<file path="src/ibh_defs.vh">
// constants of the inductive button host interface: register offsets,
// field positions, reset values and timing counts
// assumes a single 250 MHz system clock and a register port on two-wire pins
`ifndef IBH_DEFS_VH
`define IBH_DEFS_VH

// ****************************************
// register offsets
// ****************************************
`define IBH_OFS_DEVICE_STATUS 8'h00
`define IBH_OFS_DETECT_FLAGS 8'h01
`define IBH_OFS_FORCE_FIRST 8'h02
`define IBH_OFS_FORCE_LAST 8'h09
`define IBH_OFS_CONFIG_CTRL 8'h0A
`define IBH_OFS_CHAN_ENABLE 8'h0C
`define IBH_OFS_SCAN_RATE 8'h0D
`define IBH_OFS_SENS0 8'h0E
`define IBH_OFS_SENS1 8'h10
`define IBH_OFS_INT_POL 8'h11
`define IBH_OFS_SENS2 8'h12
`define IBH_OFS_SENS3 8'h14
`define IBH_OFS_BASE_NP 8'h15
`define IBH_OFS_BASE_LP 8'h16
`define IBH_OFS_POLARITY 8'h1C

// ****************************************
// field positions
// ****************************************
`define IBH_STAT_EVENT_BIT 0
`define IBH_STAT_ERROR_BIT 1
`define IBH_STAT_PERMIT_BIT 2
`define IBH_STAT_CFG_BIT 3
`define IBH_CFG_MODE_BIT 0
`define IBH_INT_POL_BIT 0

// ****************************************
// reset values
// ****************************************
`define IBH_RST_CONFIG_CTRL 8'h00
`define IBH_RST_CHAN_ENABLE 8'h00
`define IBH_RST_SCAN_RATE 8'h01
`define IBH_RST_SENS 8'h28
`define IBH_RST_INT_POL 8'h00
`define IBH_RST_POLARITY 8'h00
`define IBH_RST_BASE 8'h03

// ****************************************
// target addresses, timing and detect threshold
// ****************************************
`define IBH_ADDR_LOW 7'h2A
`define IBH_ADDR_HIGH 7'h2B
`define IBH_CLK_MHZ 250
`define IBH_NP_FAST_PERIOD_US 12500
`define IBH_LP_FAST_PERIOD_US 200000
`define IBH_DETECT_TH 12'h100

`endif

</file>
<file path="src/ibh_button_if.v">
// inductive button host interface: two-wire register target, scan
// sequencer, gain and baseline arithmetic, button and interrupt pins
// assumes scl/sda sampled synchronously and an external converter that
// answers conv_start with conv_done and a 12-bit signed raw value
`timescale 1ns/1ps
`include "ibh_defs.vh"

module ibh_button_if #(
    parameter NCH = 4,
    parameter [31:0] NP_FAST_CYC = `IBH_NP_FAST_PERIOD_US * `IBH_CLK_MHZ,
    parameter [31:0] LP_FAST_CYC = `IBH_LP_FAST_PERIOD_US * `IBH_CLK_MHZ,
    parameter [11:0] DETECT_TH = `IBH_DETECT_TH
) (
    input wire sys_clk,
    input wire resetn,
    input wire scl_in,
    input wire sda_in,
    output wire sda_out,
    output reg sda_oe,
    input wire addr_select_pin,
    input wire low_power_select_pin,
    output reg conv_start,
    output wire [1:0] conv_channel,
    input wire conv_done,
    input wire [11:0] conv_value,
    input wire conv_error,
    output reg [NCH-1:0] button_pin_n,
    output reg interrupt_request_pin
);

// ****************************************
// state codes
// ****************************************
localparam [3:0] I_IDLE = 4'h0, I_ADDR = 4'h1, I_ACKA = 4'h2, I_PTR = 4'h3,
    I_ACKP = 4'h4, I_WDAT = 4'h5, I_ACKW = 4'h6, I_RDAT = 4'h7, I_RACK = 4'h8;
localparam [2:0] SC_WAIT = 3'h0, SC_FIND = 3'h1, SC_CONV = 3'h2, SC_CALC = 3'h3,
    SC_CFG = 3'h4;

// ****************************************
// gain: mantissa per step of 9%, doubling every 8 codes
// ****************************************
function signed [11:0] gain_scale;
    input signed [12:0] d;
    input [5:0] g;
    reg signed [7:0] m;
    reg signed [31:0] p;
    begin
        case (g[2:0])
            3'h0: m = 8'sh20;
            3'h1: m = 8'sh23;
            3'h2: m = 8'sh26;
            3'h3: m = 8'sh29;
            3'h4: m = 8'sh2D;
            3'h5: m = 8'sh31;
            3'h6: m = 8'sh35;
            default: m = 8'sh3A;
        endcase
        p = d * m;
        p = p <<< g[5:3];
        p = p >>> 5;
        if (p > 32'sh000007FF) gain_scale = 12'sh7FF;
        else if (p < 32'shFFFFF800) gain_scale = 12'sh800;
        else gain_scale = p[11:0];
    end
endfunction

// ****************************************
// registers
// ****************************************
reg [7:0] config_ctrl_reg, channel_enable_reg, scan_rate_reg, int_pol_reg;
reg [7:0] polarity_reg, base_np_reg, base_lp_reg;
reg [7:0] sens_reg [0:3];
reg [3:0] i_state_reg;
reg [3:0] bit_cnt_reg;
reg [7:0] shift_reg, ptr_reg, wr_addr_reg, wr_data_reg;
reg scl_q_reg, sda_q_reg, rw_reg, nack_reg, wr_stb_reg, stat_rd_reg;
reg [2:0] sc_reg;
reg [2:0] idx_reg;
reg [31:0] tmr_reg;
reg [11:0] raw_reg;
reg [11:0] base_reg [0:3];
reg [11:0] force_live_reg [0:3];
reg [11:0] force_snap_reg [0:3];
reg [3:0] det_live_reg, det_snap_reg;
reg event_reg, err_reg, int_pend_reg;
reg [7:0] rd_byte;
integer i;
integer j;

// ****************************************
// derived signals
// ****************************************
wire [3:0] chan_mask = (NCH == 2) ? 4'h3 : 4'hF;
wire cfg_on = config_ctrl_reg[`IBH_CFG_MODE_BIT];
wire lp_mode = ~low_power_select_pin;
wire [3:0] active = channel_enable_reg[3:0] & chan_mask &
    (lp_mode ? channel_enable_reg[7:4] : 4'hF);
wire [1:0] rate_code = lp_mode ? scan_rate_reg[3:2] : scan_rate_reg[1:0];
wire [31:0] period = (lp_mode ? LP_FAST_CYC : NP_FAST_CYC) << (2'h3 - rate_code);
wire boundary = (tmr_reg == 32'h00000000);
wire write_permit_flag = cfg_on && (sc_reg == SC_CFG);
wire [1:0] ch = idx_reg[1:0];
wire signed [12:0] diff = {raw_reg[11], raw_reg} - {base_reg[ch][11], base_reg[ch]};
wire signed [11:0] scaled = gain_scale(diff, sens_reg[ch][5:0]);
wire signed [11:0] negated = (scaled == 12'sh800) ? 12'sh7FF : -scaled;
wire [11:0] force_val = polarity_reg[4 + ch] ? negated : scaled;
wire hit = scaled > $signed(DETECT_TH);
wire [2:0] bl_shift = (lp_mode ? base_lp_reg[2:0] : base_np_reg[2:0]) + 3'h1;
wire signed [12:0] bl_step = diff >>> bl_shift;
wire [12:0] bl_sum = {base_reg[ch][11], base_reg[ch]} + bl_step;
wire press_evt = (sc_reg == SC_CALC) && hit && !det_live_reg[ch];
wire [6:0] my_addr = (NCH == 2 && addr_select_pin) ? `IBH_ADDR_HIGH : `IBH_ADDR_LOW;
wire scl_rise = scl_in & ~scl_q_reg;
wire scl_fall = ~scl_in & scl_q_reg;
wire bus_start = scl_in & scl_q_reg & sda_q_reg & ~sda_in;
wire bus_stop = scl_in & scl_q_reg & ~sda_q_reg & sda_in;
wire [7:0] doff = ptr_reg - `IBH_OFS_FORCE_FIRST;
wire [11:0] snap_word = force_snap_reg[doff[2:1]];

assign sda_out = 1'b0;
assign conv_channel = ch;

// ****************************************
// read multiplexer
// ****************************************
always @* begin
    rd_byte = 8'h00;
    if (ptr_reg == `IBH_OFS_DEVICE_STATUS) begin
        rd_byte[`IBH_STAT_EVENT_BIT] = event_reg;
        rd_byte[`IBH_STAT_ERROR_BIT] = err_reg;
        rd_byte[`IBH_STAT_PERMIT_BIT] = write_permit_flag;
        rd_byte[`IBH_STAT_CFG_BIT] = cfg_on;
    end else if (ptr_reg == `IBH_OFS_DETECT_FLAGS) begin
        rd_byte = {4'h0, det_snap_reg & chan_mask};
    end else if (ptr_reg >= `IBH_OFS_FORCE_FIRST && ptr_reg <= `IBH_OFS_FORCE_LAST) begin
        if (chan_mask[doff[2:1]]) begin
            rd_byte = doff[0] ? {4'h0, snap_word[11:8]} : snap_word[7:0];
        end
    end else begin
        case (ptr_reg)
            `IBH_OFS_CONFIG_CTRL: rd_byte = config_ctrl_reg;
            `IBH_OFS_CHAN_ENABLE: rd_byte = channel_enable_reg;
            `IBH_OFS_SCAN_RATE: rd_byte = scan_rate_reg;
            `IBH_OFS_SENS0: rd_byte = sens_reg[0];
            `IBH_OFS_SENS1: rd_byte = sens_reg[1];
            `IBH_OFS_INT_POL: rd_byte = int_pol_reg;
            `IBH_OFS_SENS2: rd_byte = sens_reg[2];
            `IBH_OFS_SENS3: rd_byte = sens_reg[3];
            `IBH_OFS_BASE_NP: rd_byte = base_np_reg;
            `IBH_OFS_BASE_LP: rd_byte = base_lp_reg;
            `IBH_OFS_POLARITY: rd_byte = polarity_reg;
            default: rd_byte = 8'h00;
        endcase
    end
end

// ****************************************
// two-wire target
// ****************************************
always @(posedge sys_clk) begin
    if (!resetn) begin
        i_state_reg <= I_IDLE;
        bit_cnt_reg <= 4'h0;
        shift_reg <= 8'h00;
        ptr_reg <= 8'h00;
        wr_addr_reg <= 8'h00;
        wr_data_reg <= 8'h00;
        scl_q_reg <= 1'b1;
        sda_q_reg <= 1'b1;
        rw_reg <= 1'b0;
        nack_reg <= 1'b1;
        wr_stb_reg <= 1'b0;
        stat_rd_reg <= 1'b0;
        sda_oe <= 1'b0;
    end else begin
        scl_q_reg <= scl_in;
        sda_q_reg <= sda_in;
        wr_stb_reg <= 1'b0;
        stat_rd_reg <= 1'b0;
        if (bus_start) begin
            i_state_reg <= I_ADDR;
            bit_cnt_reg <= 4'h0;
            sda_oe <= 1'b0;
        end else if (bus_stop) begin
            i_state_reg <= I_IDLE;
            sda_oe <= 1'b0;
        end else if (scl_rise) begin
            if (i_state_reg == I_ADDR || i_state_reg == I_PTR || i_state_reg == I_WDAT) begin
                shift_reg <= {shift_reg[6:0], sda_in};
                bit_cnt_reg <= bit_cnt_reg + 4'h1;
            end
            if (i_state_reg == I_RACK)
                nack_reg <= sda_in;
        end else if (scl_fall) begin
            case (i_state_reg)
                I_ADDR: begin
                    if (bit_cnt_reg == 4'h8) begin
                        if (shift_reg[7:1] == my_addr) begin
                            sda_oe <= 1'b1;
                            rw_reg <= shift_reg[0];
                            i_state_reg <= I_ACKA;
                        end else begin
                            i_state_reg <= I_IDLE;
                        end
                    end
                end
                I_ACKA, I_RACK: begin
                    if (i_state_reg == I_RACK && nack_reg) begin
                        sda_oe <= 1'b0;
                        i_state_reg <= I_IDLE;
                    end else if (rw_reg) begin
                        shift_reg <= rd_byte;
                        sda_oe <= ~rd_byte[7];
                        bit_cnt_reg <= 4'h1;
                        i_state_reg <= I_RDAT;
                        if (ptr_reg == `IBH_OFS_DEVICE_STATUS)
                            stat_rd_reg <= 1'b1;
                    end else begin
                        sda_oe <= 1'b0;
                        bit_cnt_reg <= 4'h0;
                        i_state_reg <= I_PTR;
                    end
                end
                I_PTR: begin
                    if (bit_cnt_reg == 4'h8) begin
                        ptr_reg <= shift_reg;
                        sda_oe <= 1'b1;
                        i_state_reg <= I_ACKP;
                    end
                end
                I_ACKP, I_ACKW: begin
                    sda_oe <= 1'b0;
                    bit_cnt_reg <= 4'h0;
                    i_state_reg <= I_WDAT;
                end
                I_WDAT: begin
                    if (bit_cnt_reg == 4'h8) begin
                        wr_addr_reg <= ptr_reg;
                        wr_data_reg <= shift_reg;
                        wr_stb_reg <= 1'b1;
                        ptr_reg <= ptr_reg + 8'h01;
                        sda_oe <= 1'b1;
                        i_state_reg <= I_ACKW;
                    end
                end
                I_RDAT: begin
                    if (bit_cnt_reg == 4'h8) begin
                        sda_oe <= 1'b0;
                        ptr_reg <= ptr_reg + 8'h01;
                        i_state_reg <= I_RACK;
                    end else begin
                        sda_oe <= ~shift_reg[6];
                        shift_reg <= {shift_reg[6:0], 1'b0};
                        bit_cnt_reg <= bit_cnt_reg + 4'h1;
                    end
                end
                default: i_state_reg <= I_IDLE;
            endcase
        end
    end
end

// ****************************************
// configuration registers
// ****************************************
always @(posedge sys_clk) begin
    if (!resetn) begin
        config_ctrl_reg <= `IBH_RST_CONFIG_CTRL;
        channel_enable_reg <= `IBH_RST_CHAN_ENABLE;
        scan_rate_reg <= `IBH_RST_SCAN_RATE;
        int_pol_reg <= `IBH_RST_INT_POL;
        polarity_reg <= `IBH_RST_POLARITY;
        base_np_reg <= `IBH_RST_BASE;
        base_lp_reg <= `IBH_RST_BASE;
        for (i = 0; i < 4; i = i + 1)
            sens_reg[i] <= `IBH_RST_SENS;
    end else if (wr_stb_reg) begin
        case (wr_addr_reg)
            `IBH_OFS_CONFIG_CTRL: config_ctrl_reg <= wr_data_reg;
            `IBH_OFS_CHAN_ENABLE: channel_enable_reg <= wr_data_reg;
            `IBH_OFS_SCAN_RATE: scan_rate_reg <= wr_data_reg;
            `IBH_OFS_SENS0: sens_reg[0] <= wr_data_reg;
            `IBH_OFS_SENS1: sens_reg[1] <= wr_data_reg;
            `IBH_OFS_INT_POL: int_pol_reg <= wr_data_reg;
            `IBH_OFS_SENS2: sens_reg[2] <= wr_data_reg;
            `IBH_OFS_SENS3: sens_reg[3] <= wr_data_reg;
            `IBH_OFS_BASE_NP: base_np_reg <= wr_data_reg;
            `IBH_OFS_BASE_LP: base_lp_reg <= wr_data_reg;
            `IBH_OFS_POLARITY: polarity_reg <= wr_data_reg;
            default: ;
        endcase
    end
end

// ****************************************
// scan sequencer, flags, snapshot and pins
// ****************************************
always @(posedge sys_clk) begin
    if (!resetn) begin
        sc_reg <= SC_WAIT;
        idx_reg <= 3'h0;
        tmr_reg <= 32'h00000000;
        raw_reg <= 12'h000;
        conv_start <= 1'b0;
        det_live_reg <= 4'h0;
        det_snap_reg <= 4'h0;
        event_reg <= 1'b0;
        err_reg <= 1'b0;
        int_pend_reg <= 1'b0;
        button_pin_n <= {NCH{1'b1}};
        interrupt_request_pin <= 1'b1;
        for (j = 0; j < 4; j = j + 1) begin
            base_reg[j] <= 12'h000;
            force_live_reg[j] <= 12'h000;
            force_snap_reg[j] <= 12'h000;
        end
    end else begin
        conv_start <= 1'b0;
        tmr_reg <= boundary ? period - 32'h00000001 : tmr_reg - 32'h00000001;
        // set wins over the status-read clear
        event_reg <= (event_reg & ~stat_rd_reg) | press_evt;
        err_reg <= (err_reg & ~stat_rd_reg) | conv_error;
        int_pend_reg <= (int_pend_reg & ~stat_rd_reg) | press_evt | conv_error;
        if (stat_rd_reg) begin
            det_snap_reg <= det_live_reg;
            for (j = 0; j < 4; j = j + 1)
                force_snap_reg[j] <= force_live_reg[j];
        end
        for (j = 0; j < NCH; j = j + 1)
            button_pin_n[j] <= ~(det_live_reg[j] ^ polarity_reg[j]);
        interrupt_request_pin <= ~(int_pend_reg ^ int_pol_reg[`IBH_INT_POL_BIT]);
        case (sc_reg)
            SC_WAIT: begin
                if (cfg_on) begin
                    sc_reg <= SC_CFG;
                end else if (boundary) begin
                    idx_reg <= 3'h0;
                    sc_reg <= SC_FIND;
                end
            end
            SC_FIND: begin
                if (cfg_on) begin
                    sc_reg <= SC_CFG;
                end else if (idx_reg >= NCH) begin
                    sc_reg <= SC_WAIT;
                end else if (active[ch]) begin
                    conv_start <= 1'b1;
                    sc_reg <= SC_CONV;
                end else begin
                    idx_reg <= idx_reg + 3'h1;
                end
            end
            SC_CONV: begin
                if (conv_done) begin
                    raw_reg <= conv_value;
                    sc_reg <= SC_CALC;
                end
            end
            SC_CALC: begin
                force_live_reg[ch] <= force_val;
                det_live_reg[ch] <= hit;
                if (!hit)
                    base_reg[ch] <= bl_sum[11:0];
                idx_reg <= idx_reg + 3'h1;
                sc_reg <= SC_FIND;
            end
            SC_CFG: begin
                if (!cfg_on) begin
                    idx_reg <= 3'h0;
                    tmr_reg <= period - 32'h00000001;
                    sc_reg <= SC_FIND;
                end
            end
            default: sc_reg <= SC_WAIT;
        endcase
    end
end

endmodule // ibh_button_if

</file>
<file path="config.mk">
export PLATFORM = sky130hd
export DESIGN_NAME = ibh_button_if
export DESIGN_NICKNAME = d
export VERILOG_FILES = /design/src/ibh_button_if.v
export VERILOG_INCLUDE_DIRS = /design/src /design/src/src
export SDC_FILE = /design/constraint.sdc
export NUM_CORES = 1
export LEC_CHECK = 0
export BUFFER_PORTS_ARGS = -buffer_cell sky130_fd_sc_hd__buf_2
export CORE_MARGIN = 1.5
export CORE_UTILIZATION = 50
export CTS_CLUSTER_DIAMETER = 60
export DETAILED_ROUTE_END_ITERATION = 12
export PLACE_DENSITY = 0.68
export SLEW_MARGIN = 15
export SYNTH_ARGS = -nofsm -noshare
export SYNTH_HDL_FRONTEND = slang
export SYNTH_SLANG_ARGS = --single-unit
</file>
<file path="constraint.sdc">
create_clock -name sys_clk -period 11.8 [get_ports sys_clk]
set_input_delay 0.59 -clock sys_clk [delete_from_list [all_inputs] [get_ports sys_clk]]
set_output_delay 0.59 -clock sys_clk [all_outputs]
set_load 0.02 [all_outputs]
</file>
==> impl_metrics.toml <==
[outcome]
status = "finished clean"

[synth]
yosys_register_bits = 348
synth.top_cells.by_area = "edfxtp_1, dfxtp_1, nor2_1"
synth-seq-area-share_pct = 39.33
synth_edf_count = 176
syn_area_per_cell_sq_um = 9.469
async_flop_share_pct = 0
synth-main-ff-cell = "edfxtp_1"
synth_area_sq_um = 22200
yosysTopAreaCell = "edfxtp_1"
yosys_warnings = 0
netlist.area_leader.share_pct = 23.81
synth.distinct_cells = 100
syn_inst = 2344
synth_most_common_cell = "nor2_1"
synth_top_cells_by_count = "nor2_1, nand2_1, edfxtp_1"
synth_fp_nets = 2503

[setup_path]
critPathMaxFanout = 18
start_kind = "register"
cp.arrival_ns = 11.12
crit_slowest_cell = "mux4_2"
r2r-end = "force_live_reg[2][11]"
cpPeakStageDelay_ns = 0.61
required_ns = 12.05
crit_path_end_kind = "register"
reg2regPathDepth = 36
critPathKind = "register to register"
r2r_setup_slack_ns = 0.93

[route]
wl_per_cell_um = 19.45
vias = 17390
top_layer = "met4"
postRouteAntennaNets = 0
drc_errors = 0
viasPerCell = 5.979
drtIter0Drc = 1587
drt-met1-wl_um = 25090
wl_um = 56590
firstDrtPassIters = 6
met3_wirelength_um = 3145
routed-wl-met2_um = 27210

[clocking]
cts.sinks = 348
cts_buffers = 35
clk_path_buf_depth = 3
clk_latency_ns = 0.54
path_clk_slew_ns = 0.06
cts_hold_buffers = 0
cts_tree = "yes"
cts_htree_levels = 2
cts_root_buffer = "clkbuf_16"

[sta]
skew_ns = 0.01926
max_slew_margin_pct = 25.93
grt_setup_unrepaired = "false"
fin_tns_setup_ns = 0
worst_pin_slew_ns = 1.107
fmax_mhz = 92.03
setup_viol_count_final = 0
hold_viol = 0
timing.final.crit_share_pct = 92.09
drv_slew = 0
min_period_ns = 10.87

[grt]
grt_pass1_wl_um = 90690
overflow = 0
grt_pass1_vias = 16770
grt_max_degree = 67
antenna_found_initial = 0
grt_usage_pct = 25.11

[final_layout]
area_delta_synth_final_pct = 7.374
final_cells = 2909
n_antenna_cell = 0
final_nets = 2450
drive_above_1_share_pct = 8.891
fillers = 3913
multi_input_area_sq_um = 12450
fin_util_pct = 54.13
fin_area_sq_um = 23830
seq_area_sq_um = 8730

[floorplan]
row_count = 77
dieArea_sq_um = 45660
ios = 30
start_util_pct = 50.41
core_sq_um = 44030
dieHeight_um = 213.7
die_w_um = 213.7

[placement]
io_buffers = 27
placedCellCount = 2845
finalWeightedCongestion = 0.9328
dp_hpwl_um = 40270
post_dp_cell_area_sq_um = 22710

[hold_path]
hp-class = "primary input to register"
hp-start = "scl_in"
hold_depth = 3
hold_end = "scl_q_reg"

[run]
drv_cap = 0
==> routing by layer <==
| metal | up-vias | global-route usage (%) |
|---|---|---|
| met2 | 529 | 42.24 |
| met5 | - | 0 |
| met1 | 8458 | 34.65 |
| li1 | 8322 | - |
| met3 | 85 | 2.988 |
| met4 | 0 | 5.974 |
==> cell families after synthesis <==
group,synth area share [%]
simple gates,19.20
compound gates,14.57
flops,39.33
buf+inv,4.825
mux,9.426
fa+ha+maj,9.764
xor+xnor,2.875
other cells,0.01690
==> placed cells by master, fill, tap and decap left out, types with 27 or more instances in the layout <==
cell type  count
nor2_1       313
nand2_1      183
edfxtp_1     176
dfxtp_1      171
a21oi_1      138
inv_1        120
mux2i_1      109
ha_1          82
o21ai_0       81
and3_1        73
fa_1          57
nor3_1        49
and2_1        48
nand3_1       45
mux4_2        40
xnor2_1       40
a211oi_1      37
clkbuf_16     35
nand2b_1      32
xor2_1        30
buf_4         30
buf_2         27
==> through the flow <==
stage	hold WS [ns]	setup slack (ns)
floorplan	0.4363	0.6765
global placement	0.4520	0.5375
detailed placement	0.4553	0.4001
CTS	0.2936	0.3100
global route	0.3242	0.05651
finish	0.3022	0.9336
==> critical path: cells and delay by family (launching register included) <==
kind,cells,cell delay (ns)
multiplexers,1,0.61
adder cells (fa/ha/maj),7,2.84
flip-flops,1,0.45
AO/OA/AOI/OAI,17,4.31
buffers and inverters,3,0.41
AND/OR/NAND/NOR,7,1.64
XOR/XNOR,1,0.32
==> worst max path at each step <==
stage | startpoint | endpoint | slack, ns
after global placement | register | force_live_reg[2][11] | 0.54
after detailed placement | register | force_live_reg[1][11] | 0.40
after floorplan | register | base_reg[1][0] | 0.68
final | register | force_live_reg[2][11] | 0.93
after global routing | register | force_live_reg[2][11] | 0.06
after CTS | register | force_live_reg[1][11] | 0.31
==> repair_timing <==
action	in CTS	in global routing
hold endpoints to repair	0	0
gates resized for setup	0	5
endpoints found under the setup margin	0	145
buffers inserted	0	0
==> area by class of cell <==
class / instances / area share, %
Inverter: 123 / 1.948
Clock inverter: 18 / 0.6300
Timing Repair Buffer: 57 / 1.512
Sequential cell: 348 / 36.63
Multi-Input combinational cell: 1726 / 52.25
Clock buffer: 45 / 3.917
Tap cell: 592 / 3.108
Power is left out: the tool's default activity adds up to more than one toggle a clock period on the data nets, which glitch-free logic cannot reach.
